## config.mk

```make
export PLATFORM = sky130hd
export DESIGN_NAME = usb_link_power_cfg
export DESIGN_NICKNAME = d
export VERILOG_FILES = /design/src/logic/usb_link_cfg_pkg.sv /design/src/logic/usb_link_power_cfg.sv /design/src/logic/gap_trim_calc.sv
export VERILOG_INCLUDE_DIRS = /design/src /design/src/logic
export SDC_FILE = /design/constraint.sdc
export NUM_CORES = 1
export LEC_CHECK = 0
export ABC_AREA = 1
export BUFFER_PORTS_ARGS = -buffer_cell sky130_fd_sc_hd__buf_2
export CELL_PAD_IN_SITES_DETAIL_PLACEMENT = 0
export CELL_PAD_IN_SITES_GLOBAL_PLACEMENT = 1
export CORE_MARGIN = 2
export CORE_UTILIZATION = 25
export CTS_CLUSTER_SIZE = 28
export DETAILED_ROUTE_END_ITERATION = 8
export PLACE_DENSITY_LB_ADDON = 0.1
export SETUP_SLACK_MARGIN = 0.15
export SLEW_MARGIN = 20
export SYNTH_ARGS = -nofsm -noshare
export SYNTH_HDL_FRONTEND = slang
export SYNTH_HIERARCHICAL = 1
export SYNTH_SLANG_ARGS = --single-unit
```

## constraint.sdc

```tcl
create_clock -name clk_i -period 1.4 [get_ports clk_i]
set_clock_uncertainty 0.15 [all_clocks]
set_input_delay 0.07 -clock clk_i [delete_from_list [all_inputs] [get_ports clk_i]]
set_output_delay 0.07 -clock clk_i [all_outputs]
set_load 0.01 [all_outputs]
```

## src/logic/usb_link_cfg_map.svh

```systemverilog
// register map constants for the usb link power configuration block
// assumes inclusion by bare name from the package and the design files
`ifndef USB_LINK_CFG_MAP_SVH
`define USB_LINK_CFG_MAP_SVH

`define CFG_ONE_OFFSET      12'h084
`define CFG_ADDR_W          12
`define BIT_SELF_START      10
`define BIT_HOST_ACCEPT     9
`define BIT_LATENCY_MSG     8
`define FS_TRIM_LSB         4
`define FS_TRIM_MSB         6
`define HS_TRIM_LSB         13
`define HS_TRIM_MSB         15
`define FS_GAP_BASE_MIN     5'h10
`define FS_GAP_BASE_MAX     5'h12
`define FS_TENTHS_PER_CLK   4'h2
`define HS_BITS_PER_CLK     5'h08
`define DEF_SELF_START      1'h0
`define DEF_HOST_ACCEPT     1'h1
`define DEF_LATENCY_MSG     1'h0
`define DEF_TRIM            3'h0

`endif

```

## src/logic/usb_link_cfg_pkg.sv

```systemverilog
// types shared by the usb link power configuration block
// assumes the map header defines field positions
`include "usb_link_cfg_map.svh"
package usb_link_cfg_pkg;
  typedef struct packed {
    logic       self_start_en;
    logic       host_accept_en;
    logic       latency_msg_en;
    logic [2:0] fs_trim;
    logic [2:0] hs_trim;
  } link_cfg_t;

  typedef enum logic [1:0] {
    SPD_FULL,
    SPD_HIGH,
    SPD_SUPER
  } link_speed_t;
endpackage

```

## src/logic/usb_link_power_cfg.sv

```systemverilog
// wishbone register bank for u1 link power, latency messaging and gap trims
// assumes a classic wishbone master, 250 MHz clock, loader supplies image values
// Contract
// - self-started u1 only when enable bit and host feature are both set
// - accept host u1 requests when enable bit set, independent of bit 10
// - latency messaging enabled exactly while its bit is set
// - enable bits survive protected resets instead of returning to defaults
// - full-speed trim counts phy clocks, scaled and added to gap timeout
// - each full-speed count adds 0.2 bit times at 60 MHz
// - uncalibrated full-speed gap timeout lies within 16 to 18 bits
// - outside full speed the high-speed trim goes to the controller
// - each high-speed count adds 8 bit times
// - self-start and latency bits default from image, else 0; usb reset restores
// - host accept bit defaults from image, else 1; usb reset restores
// - full-speed trim defaults from image, else zero; usb reset restores
//
// Register access over Wishbone and the register offsets are this design's own decisions.
`timescale 1ns/10ps
`default_nettype none
`include "usb_link_cfg_map.svh"
module usb_link_power_cfg (
  input  wire logic                          clk_i,
  input  wire logic                          rst_i,
  input  wire logic                          cyc_i,
  input  wire logic                          stb_i,
  input  wire logic                          we_i,
  input  wire logic [11:0]                   adr_i,
  input  wire logic [3:0]                    sel_i,
  input  wire logic [31:0]                   dat_i,
  output logic      [31:0]                   dat_o,
  output logic                               ack_o,
  input  wire logic                          usb_reset_i,
  input  wire logic                          lite_reset_i,
  input  wire logic                          reset_protect_i,
  input  wire logic                          image_valid_i,
  input  wire usb_link_cfg_pkg::link_cfg_t   image_i,
  input  wire usb_link_cfg_pkg::link_speed_t speed_i,
  input  wire logic                          host_u1_feature_i,
  input  wire logic                          fs_gap_base_ok_i,
  output logic                               u1_self_start_o,
  output logic                               u1_host_req_accept_o,
  output logic                               latency_msg_o,
  output logic      [2:0]                    trim_sel_o,
  output logic      [7:0]                    gap_ext_o
);
  usb_link_cfg_pkg::link_cfg_t cfg;
  usb_link_cfg_pkg::link_cfg_t dflt;
  logic                        self_start_en;
  logic                        host_accept_en;
  logic                        latency_msg_en;
  logic [2:0]                  fs_trim;
  logic [2:0]                  hs_trim;
  logic                        hit;
  logic                        wr;
  logic                        usb_rst;
  logic [31:0]                 rd_word;

  assign hit     = adr_i == `CFG_ONE_OFFSET;
  assign wr      = cyc_i && stb_i && we_i && !ack_o && hit;
  assign usb_rst = usb_reset_i || lite_reset_i;
  // one driver per register; the struct is only a read view of them
  assign cfg     = {self_start_en, host_accept_en, latency_msg_en, fs_trim, hs_trim};

  // image value when loaded, else hard default
  always_comb begin
    if (image_valid_i) begin
      dflt = image_i;
    end else begin
      dflt.self_start_en  = `DEF_SELF_START;
      dflt.host_accept_en = `DEF_HOST_ACCEPT;
      dflt.latency_msg_en = `DEF_LATENCY_MSG;
      dflt.fs_trim        = `DEF_TRIM;
      dflt.hs_trim        = `DEF_TRIM;
    end
  end

  // enable bits: protected resets keep them
  always_ff @(posedge clk_i) begin
    if (rst_i) begin
      self_start_en  <= `DEF_SELF_START;
      host_accept_en <= `DEF_HOST_ACCEPT;
      latency_msg_en <= `DEF_LATENCY_MSG;
    end else if (usb_rst && !reset_protect_i) begin
      self_start_en  <= dflt.self_start_en;
      host_accept_en <= dflt.host_accept_en;
      latency_msg_en <= dflt.latency_msg_en;
    end else if (wr && sel_i[1]) begin
      self_start_en  <= dat_i[`BIT_SELF_START];
      host_accept_en <= dat_i[`BIT_HOST_ACCEPT];
      latency_msg_en <= dat_i[`BIT_LATENCY_MSG];
    end
  end

  // trims
  always_ff @(posedge clk_i) begin
    if (rst_i) begin
      fs_trim <= `DEF_TRIM;
      hs_trim <= `DEF_TRIM;
    end else if (usb_rst) begin
      fs_trim <= dflt.fs_trim;
      hs_trim <= dflt.hs_trim;
    end else if (wr) begin
      if (sel_i[0]) begin
        fs_trim <= dat_i[`FS_TRIM_MSB:`FS_TRIM_LSB];
      end
      if (sel_i[1]) begin
        hs_trim <= dat_i[`HS_TRIM_MSB:`HS_TRIM_LSB];
      end
    end
  end

  always_comb begin
    rd_word                               = 32'h0000_0000;
    rd_word[`BIT_SELF_START]              = cfg.self_start_en;
    rd_word[`BIT_HOST_ACCEPT]             = cfg.host_accept_en;
    rd_word[`BIT_LATENCY_MSG]             = cfg.latency_msg_en;
    rd_word[`FS_TRIM_MSB:`FS_TRIM_LSB]    = cfg.fs_trim;
    rd_word[`HS_TRIM_MSB:`HS_TRIM_LSB]    = cfg.hs_trim;
  end

  // one-cycle answer; unmapped reads return zero and writes drop
  always_ff @(posedge clk_i) begin
    if (rst_i) begin
      ack_o <= 1'h0;
      dat_o <= 32'h0000_0000;
    end else begin
      ack_o <= cyc_i && stb_i && !ack_o;
      dat_o <= hit ? rd_word : 32'h0000_0000;
    end
  end

  always_ff @(posedge clk_i) begin
    if (rst_i) begin
      u1_self_start_o      <= 1'h0;
      u1_host_req_accept_o <= 1'h0;
      latency_msg_o        <= 1'h0;
    end else begin
      u1_self_start_o      <= cfg.self_start_en && host_u1_feature_i;
      u1_host_req_accept_o <= cfg.host_accept_en;
      latency_msg_o        <= cfg.latency_msg_en;
    end
  end

  // selected trim scaled into the gap extension
  gap_trim_calc u_calc (
    .clk_i      (clk_i),
    .rst_i      (rst_i),
    .speed_i    (speed_i),
    .fs_trim_i  (cfg.fs_trim),
    .hs_trim_i  (cfg.hs_trim),
    .trim_sel_o (trim_sel_o),
    .gap_ext_o  (gap_ext_o)
  );
endmodule // usb_link_power_cfg
`default_nettype wire

```

## src/logic/gap_trim_calc.sv

```systemverilog
// turns the selected trim count into the inter-packet gap extension
// assumes speed and trims are stable register outputs
`timescale 1ns/10ps
`default_nettype none
`include "usb_link_cfg_map.svh"
module gap_trim_calc (
  input  wire logic                         clk_i,
  input  wire logic                         rst_i,
  input  wire usb_link_cfg_pkg::link_speed_t speed_i,
  input  wire logic [2:0]                   fs_trim_i,
  input  wire logic [2:0]                   hs_trim_i,
  output logic      [2:0]                   trim_sel_o,
  output logic      [7:0]                   gap_ext_o
);
  logic [2:0] next_sel;
  logic [7:0] next_ext;

  always_comb begin
    if (speed_i == usb_link_cfg_pkg::SPD_FULL) begin
      next_sel = fs_trim_i;
      // fifths of a bit, reported in tenths
      next_ext = 8'(fs_trim_i) * 8'(`FS_TENTHS_PER_CLK);
    end else begin
      next_sel = hs_trim_i;
      // eight bits per phy clock
      // widen first: seven counts of eight bits overflow a five-bit product
      next_ext = 8'(hs_trim_i) * 8'(`HS_BITS_PER_CLK);
    end
  end

  always_ff @(posedge clk_i) begin
    if (rst_i) begin
      trim_sel_o <= 3'h0;
      gap_ext_o  <= 8'h00;
    end else begin
      trim_sel_o <= next_sel;
      gap_ext_o  <= next_ext;
    end
  end
endmodule // gap_trim_calc
`default_nettype wire

```

==> flow_summary_export.csv, run 1 <==
group,metric,value,unit
outcome,status,"complete, no violations",
power_and_ir_drop,irDropWorstVdd,332,uV
timing,finalSetupViolCount,0,
synth,post_synth_num_cell_types,24,
synth,synth_area_leaders,"dfxtp_1 42%, buf_4 14%, nand2_1 9.4%",
min_path,min_from,"adr_i[5]",
timing,finalCritPeriodShare,0.843,
clocking,cts_tree,"built",
worst_setup_path,critPathBufInv,1,
power_and_ir_drop,powerDensity,936,mW/mm^2
synth,synth_top_area_cell,"dfxtp_1",
drt,drt-pass1-iter-count,3,
clocking,cts_buffers,5,
die,die_y,80.0,microns
worst_setup_path,path_class,"flop to flop",
timing,fin_ws,0.219,ns
placement,io_buffers,64,
clocking,h-tree-depth,2,
synth,yosysWarnings,6,
power_and_ir_drop,finalPower,1.85,mW
die,start_util,0.261,
worst_setup_path,cp-startpoint,"ack_o",
drt,drc_errors,0,
drt,drtIter0Drc,33,
grt,grt_max_degree,24,
final_layout,syn_to_final_growth,37.1,%
synth,synth_common_cells,"36 x nand2_1, 30 x dfxtp_1, 26 x buf_4",
final_layout,fin_area,0.00198,sq mm
worst_setup_path,critPathRequiredTime,1.42,ns
grt,grt_first_pass_wirelength,5.09,mm
final_layout,multi_input_area,633,sq um
die,core_area,0.00554,sq mm
synth,synth-main-ff-cell,"dfxtp_1",
worst_setup_path,cpLargestDelayFamily,"flip-flops",
synth,yosysSeqAreaShare,0.416,
synth,synthArstFlopShare,0,
die,fp-row-count,27,
worst_setup_path,cp.arrival,1.20,ns
power_and_ir_drop,leakagePower,1.09,nW
timing,maxSlewViolCount,0,
die,die-area,0.00640,sq mm
timing,tns,0,ns
synth,ys_seq_elements,30,
flow_run,max_cap_viol_count,0,
final_layout,seq_area,602,sq um
worst_setup_path,r2r-start,"ack_o",
clocking,post_cts_buffers,0,
clocking,clk_pin_slew,0.06,ns
drt,vias_per_cell,3.74,
clocking,cts.sinks,30,
worst_setup_path,crit_chain,"nor2_4 > nand4_2 > buf_4 > a21oi_1 > nor2_1",
synth,syn_inst,197,
final_layout,antenna_cells,0,
synth,synth-edff-count,0,
grt,antenna_found_initial,0,
final_layout,fin_nets,347,
clocking,clock_path_buffers,2,
timing,fin_crit,1.18,ns
timing,holdWs,0.0120,ns
synth,synth_area,0.00144,sq mm
timing,max_freq,0.847,GHz
placement,place_hpwl,2.49,mm
placement,placed_area,0.00176,sq mm
min_path,hold_path.class,"input pin to flop",
grt,overflow,0,
placement,place.gp.congestion,0.683,
clocking,clock_latency,0.27,ns
drt,drtAntennaViolNets,0,
die,die_x,80.0,microns
final_layout,num-fill-cells,641,
timing,grt_setup_unrepaired,"yes",
synth,yosysTopAreaCellShare,0.416,
drt,route.vias.total,1303,
worst_setup_path,cp-end-kind,"flop",
grt,grt_pass1_vias,1176,
drt,drt-total-wl,3.21,mm
worst_setup_path,worst_setup_path_start_kind,"flop",
final_layout,drive_gt1_frac,0.330,
grt,grtUsageTotal,0.104,
die,pin_count,117,
synth,synth_most_common_cell,"nand2_1",
worst_setup_path,max_stage_delay,0.33,ns
synth,avgSynthCellArea,7.33,sq um
timing,final_hold_viol_count,0,
worst_setup_path,slowest_stage,"dfxtp_2",
clocking,clock-root-buffer,"clkbuf_8",
worst_setup_path,worstPathMaxFanout,12,
drt,post_drt_wl_per_cell,9.23,microns
placement,place_ws,0.0585,ns
[stage by stage]
stage,cells,utilization
6_report,348,0.357
5_1_grt,348,0.357
4_1_cts,348,0.354
3_5_place_dp,331,0.317
3_3_place_gp,331,0.317
2_1_floorplan,221,-
[layer usage]
layer | global-route usage | part of all wire | vias to the layer above | wire length (microns)
met1 | 0.132 | 0.50 | 514 | 1590
li1 | - | - | 719 | -
met4 | 0.0508 | 0.018 | 0 | 59
met5 | 0 | 0 | - | 0
met2 | 0.158 | 0.38 | 65 | 1220
met3 | 0.0317 | 0.11 | 5 | 341
[sequential cells by signal, summed over array words and instances (netlist names)]
name	count
latency_msg_en	1
ack_o	1
u_calc/gap_ext_o	5
u1_self_start_o	1
u_calc/trim_sel_o	3
latency_msg_o	1
host_accept_en	1
fs_trim	3
u1_host_req_accept_o	1
hs_trim	3
self_start_en	1
dat_o	9
[cell usage in the layout (no fill, tap or decap), drive strengths merged, types with 2 or more instances in the layout]
cell          n
buf          68
nor2         28
nor4          2
o21ai         6
dfxtp        30
a21oi         8
nand4         3
dlygate4sd3  11
clkbuf        7
inv          24
nand2        37
nand3        20
nor3          4
conb         26
[final timing paths]
kind | end | slack (ns) | depth (start not counted)
worst min-delay path | dat_o[10] | 0.01 | 4
worst min register to register | ack_o | 0.30 | 1
worst max-delay path | hs_trim[1] | 0.22 | 5
worst max register to register | hs_trim[1] | 0.22 | 5
[cell type report]
| class | instances | area share |
|---|---|---|
| clock buffers | 6 | 0.0417 |
| inverters | 25 | 0.0474 |
| multi-input cells | 135 | 0.320 |
| flip-flops and latches | 30 | 0.304 |
| well taps | 72 | 0.0455 |
| repair buffers | 80 | 0.241 |
[worst register-to-register path: stages, from the launching register on]
cell	delay (ns)
dfxtp_2	0.33
nor2_4	0.11
nand4_2	0.10
buf_4	0.19
a21oi_1	0.14
nor2_1	0.06
[kinds of logic after synthesis]
logic type,synth area share
DFF,0.416
other,0.00520
AOI/OAI and AO/OA,0.0529
and+or+nand+nor,0.305
buffers and inverters,0.221
[timing repair]
item	in CTS	in global routing
endpoints found under the setup margin	9	14
hold buffers	11	0
hold endpoints to repair	18	0
pin swaps	1	1
gates resized for setup	3	6
[where the power goes]
part / internal [mW] / switching (mW)
registers: 0.890 / 0.0144
clock network: 0.378 / 0.280
logic: 0.127 / 0.163
total: 1.39 / 0.458
Power figures use the tool's default switching activity.
==> run 2, diff against run 1 <==
==> constraint.sdc (replaced) <==
create_clock -name clk_i -period 1.15 [get_ports clk_i]
set_clock_uncertainty 0.15 [all_clocks]
set_input_delay 0.0575 -clock clk_i [delete_from_list [all_inputs] [get_ports clk_i]]
set_output_delay 0.0575 -clock clk_i [all_outputs]
set_load 0.01 [all_outputs]
==> run 2 against run 1 <==
  * The run now ends with hold timing, setup timing left
  * Sequential share of layout area is 2.9 points lower
  * Wire length rose by 6.9%
  * Global-route usage is 0.84 points higher
  * Via count increased by 4.2%
  * Hold slack got worse by 0.017 ns
  * Largest power group unchanged
==> flow_summary_export.csv, run 2 (same netlist as run 1, synthesis figures left out) <==
group,metric,value,unit
worst_setup_path,slowest_stage,"dfxtp_2",
timing,maxSlewViolCount,0,
timing,grt_setup_unrepaired,"yes",
grt,grt_pass1_vias,1253,
drt,vias_per_cell,3.78,
placement,io_buffers,64,
drt,drt-pass1-iter-count,4,
drt,drc_errors,0,
clocking,h-tree-depth,2,
final_layout,fin_nets,356,
final_layout,syn_to_final_growth,51.4,%
worst_setup_path,crit_chain,"buf_4 > buf_6 > buf_6",
clocking,clock_latency,0.28,ns
min_path,hold_path.class,"input pin to flop",
die,core_area,0.00554,sq mm
timing,holdWs,-0.00539,ns
clocking,cts.sinks,30,
worst_setup_path,worst_setup_path_start_kind,"flop",
grt,grtUsageTotal,0.112,
power_and_ir_drop,leakagePower,1.16,nW
final_layout,antenna_cells,0,
final_layout,reg.largest.list,"dat_o x9, u_calc/gap_ext_o x5",
die,fp-row-count,27,
worst_setup_path,cp.arrival,0.95,ns
power_and_ir_drop,p_seq_frac,0.464,
worst_setup_path,reg2reg_slack,0,ns
final_layout,largest_reg_flops,9,
timing,max_freq,0.864,GHz
power_and_ir_drop,power.switching,0.618,mW
worst_setup_path,critical_path.most_common_cell,"buf_6",
die,die-area,0.00640,sq mm
timing,finalCritPeriodShare,1.01,
clocking,clk_pin_slew,0.06,ns
die,pin_count,117,
die,die_x,80.0,microns
placement,placed_cells,337,
outcome,violations,"hold timing, setup timing",
worst_setup_path,reg2reg_to,"self_start_en",
worst_setup_path,cp-startpoint,"ack_o",
final_layout,num-fill-cells,613,
timing,finalSetupViolCount,2,
drt,drtIter0Drc,28,
final_layout,final_cell_mix,"62 x buf_2, 34 x nand2_1, 29 x dfxtp_1",
power_and_ir_drop,power_frac_comb,0.176,
grt,antenna_found_initial,0,
timing,fin_crit,1.16,ns
final_layout,drive_gt1_frac,0.415,
clocking,clock-root-buffer,"clkbuf_8",
outcome,status,"finished, violations left",
placement,place_ws,-0.129,ns
worst_setup_path,r2r-start,"ack_o",
final_layout,final_common_cell,"buf_2",
drt,drt-total-wl,3.43,mm
grt,overflow,0,
power_and_ir_drop,clockPowerShare,0.359,
clocking,cts_buffers,5,
power_and_ir_drop,powerDensity,1090,mW/mm^2
clocking,clock_path_buffers,2,
final_layout,fin_area,0.00219,sq mm
worst_setup_path,cp-end-kind,"output pin",
power_and_ir_drop,irDropWorstVdd,564,uV
drt,route.vias.total,1358,
worst_setup_path,critPathRequiredTime,0.94,ns
power_and_ir_drop,p_int,1.76,mW
worst_setup_path,worstPathMaxFanout,2,
grt,grt_first_pass_wirelength,5.43,mm
worst_setup_path,path_class,"flop to output pin",
timing,final_hold_viol_count,3,
worst_setup_path,max_stage_delay,0.33,ns
final_layout,top_register,"dat_o",
worst_setup_path,cp-endpoint,"ack_o",
flow_run,max_cap_viol_count,0,
placement,placed_area,0.00185,sq mm
timing,tns,-0.00819,ns
die,die_y,80.0,microns
power_and_ir_drop,swShare,0.260,
drt,post_drt_wl_per_cell,9.56,microns
grt,grt_max_degree,13,
clocking,cts_tree,"built",
placement,place_hpwl,2.59,mm
power_and_ir_drop,finalPower,2.37,mW
timing,fin_ws,-0.00721,ns
die,start_util,0.261,
final_layout,fin_cells,359,
worst_setup_path,r2r_cells,5,
placement,place.gp.congestion,0.656,
drt,drtAntennaViolNets,0,
-- run 2: changes by cell type in the layout (fill, tap and decap cells not counted), moves of 2 or more --
cell,change
nand2_1,-2
inv_2,+2
buf_4,+7
buf_12,+2
a21oi_2,+4
a21oi_1,-5
inv_1,-2
buf_6,+2
nand3_2,+9
nand3_1,-9
-- run 2: through the flow --
step | hold slack, ns | utilization
after floorplan | 0.0184 | -
after global placement | 0.140 | 0.334
after detailed placement | 0.137 | 0.334
after CTS | -0.00614 | 0.379
after global routing | 0.0254 | 0.395
final | -0.00539 | 0.395
-- run 2: worst min path at each step --
stage                           start         endpoint  slack (ns)  cells past startpoint
global placement    host_u1_feature_i  u1_self_start_o        0.14                      3
finish                       dat_i[5]       fs_trim[1]      -0.005                      5
detailed placement  host_u1_feature_i  u1_self_start_o        0.14                      3
CTS                          adr_i[1]         dat_o[8]      -0.006                      4
floorplan                       stb_i            ack_o        0.02                      2
global route               image_i[6]   latency_msg_en        0.03                      5
-- run 2: final cells by class --
type                    instances  area (sq um)  share of cell area
clock inverters                 1          5.00             0.00229
clock buffers                   7          86.3              0.0395
inverters                      25          93.8              0.0429
multi-input cells             135           728               0.333
flip-flops and latches         30           602               0.275
well taps                      72          90.1              0.0412
repair buffers                 89           581               0.266
-- run 2: timing repair --
action | CTS | global route
hold endpoints to repair | 17 | 7
resized for setup | 7 | 18
setup endpoints to repair | 9 | 21
hold buffers | 11 | 1
gates cloned | 0 | 0
pin swaps | 3 | 6
setup buffers | 2 | 1
-- run 2: worst max-delay path, delay by kind of cell (launching register included) --
kind | cells | cell delay (ns)
buffers and inverters | 3 | 0.35
flip-flops | 1 | 0.33
-- run 2: layer usage --
metal  global-route usage  wire (microns)  vias to the layer above  part of all wire
met3               0.0419             320                        4             0.093
met1                0.148            1650                      554              0.48
met4               0.0508              61                        0             0.018
met5                    0               0                        -                 0
met2                0.161            1400                       65              0.41
li1                     -               -                      735                 -
-- run 2: power groups by stage --
stage               Sequential, mW  Clock (mW)  Combinational (mW)
detailed placement            1.12           0               0.353
floorplan                     1.13           0               0.256
finish                        1.10       0.853               0.418
global route                  1.11       0.929               0.474
global placement              1.12           0               0.354
CTS                           1.10       0.887               0.396
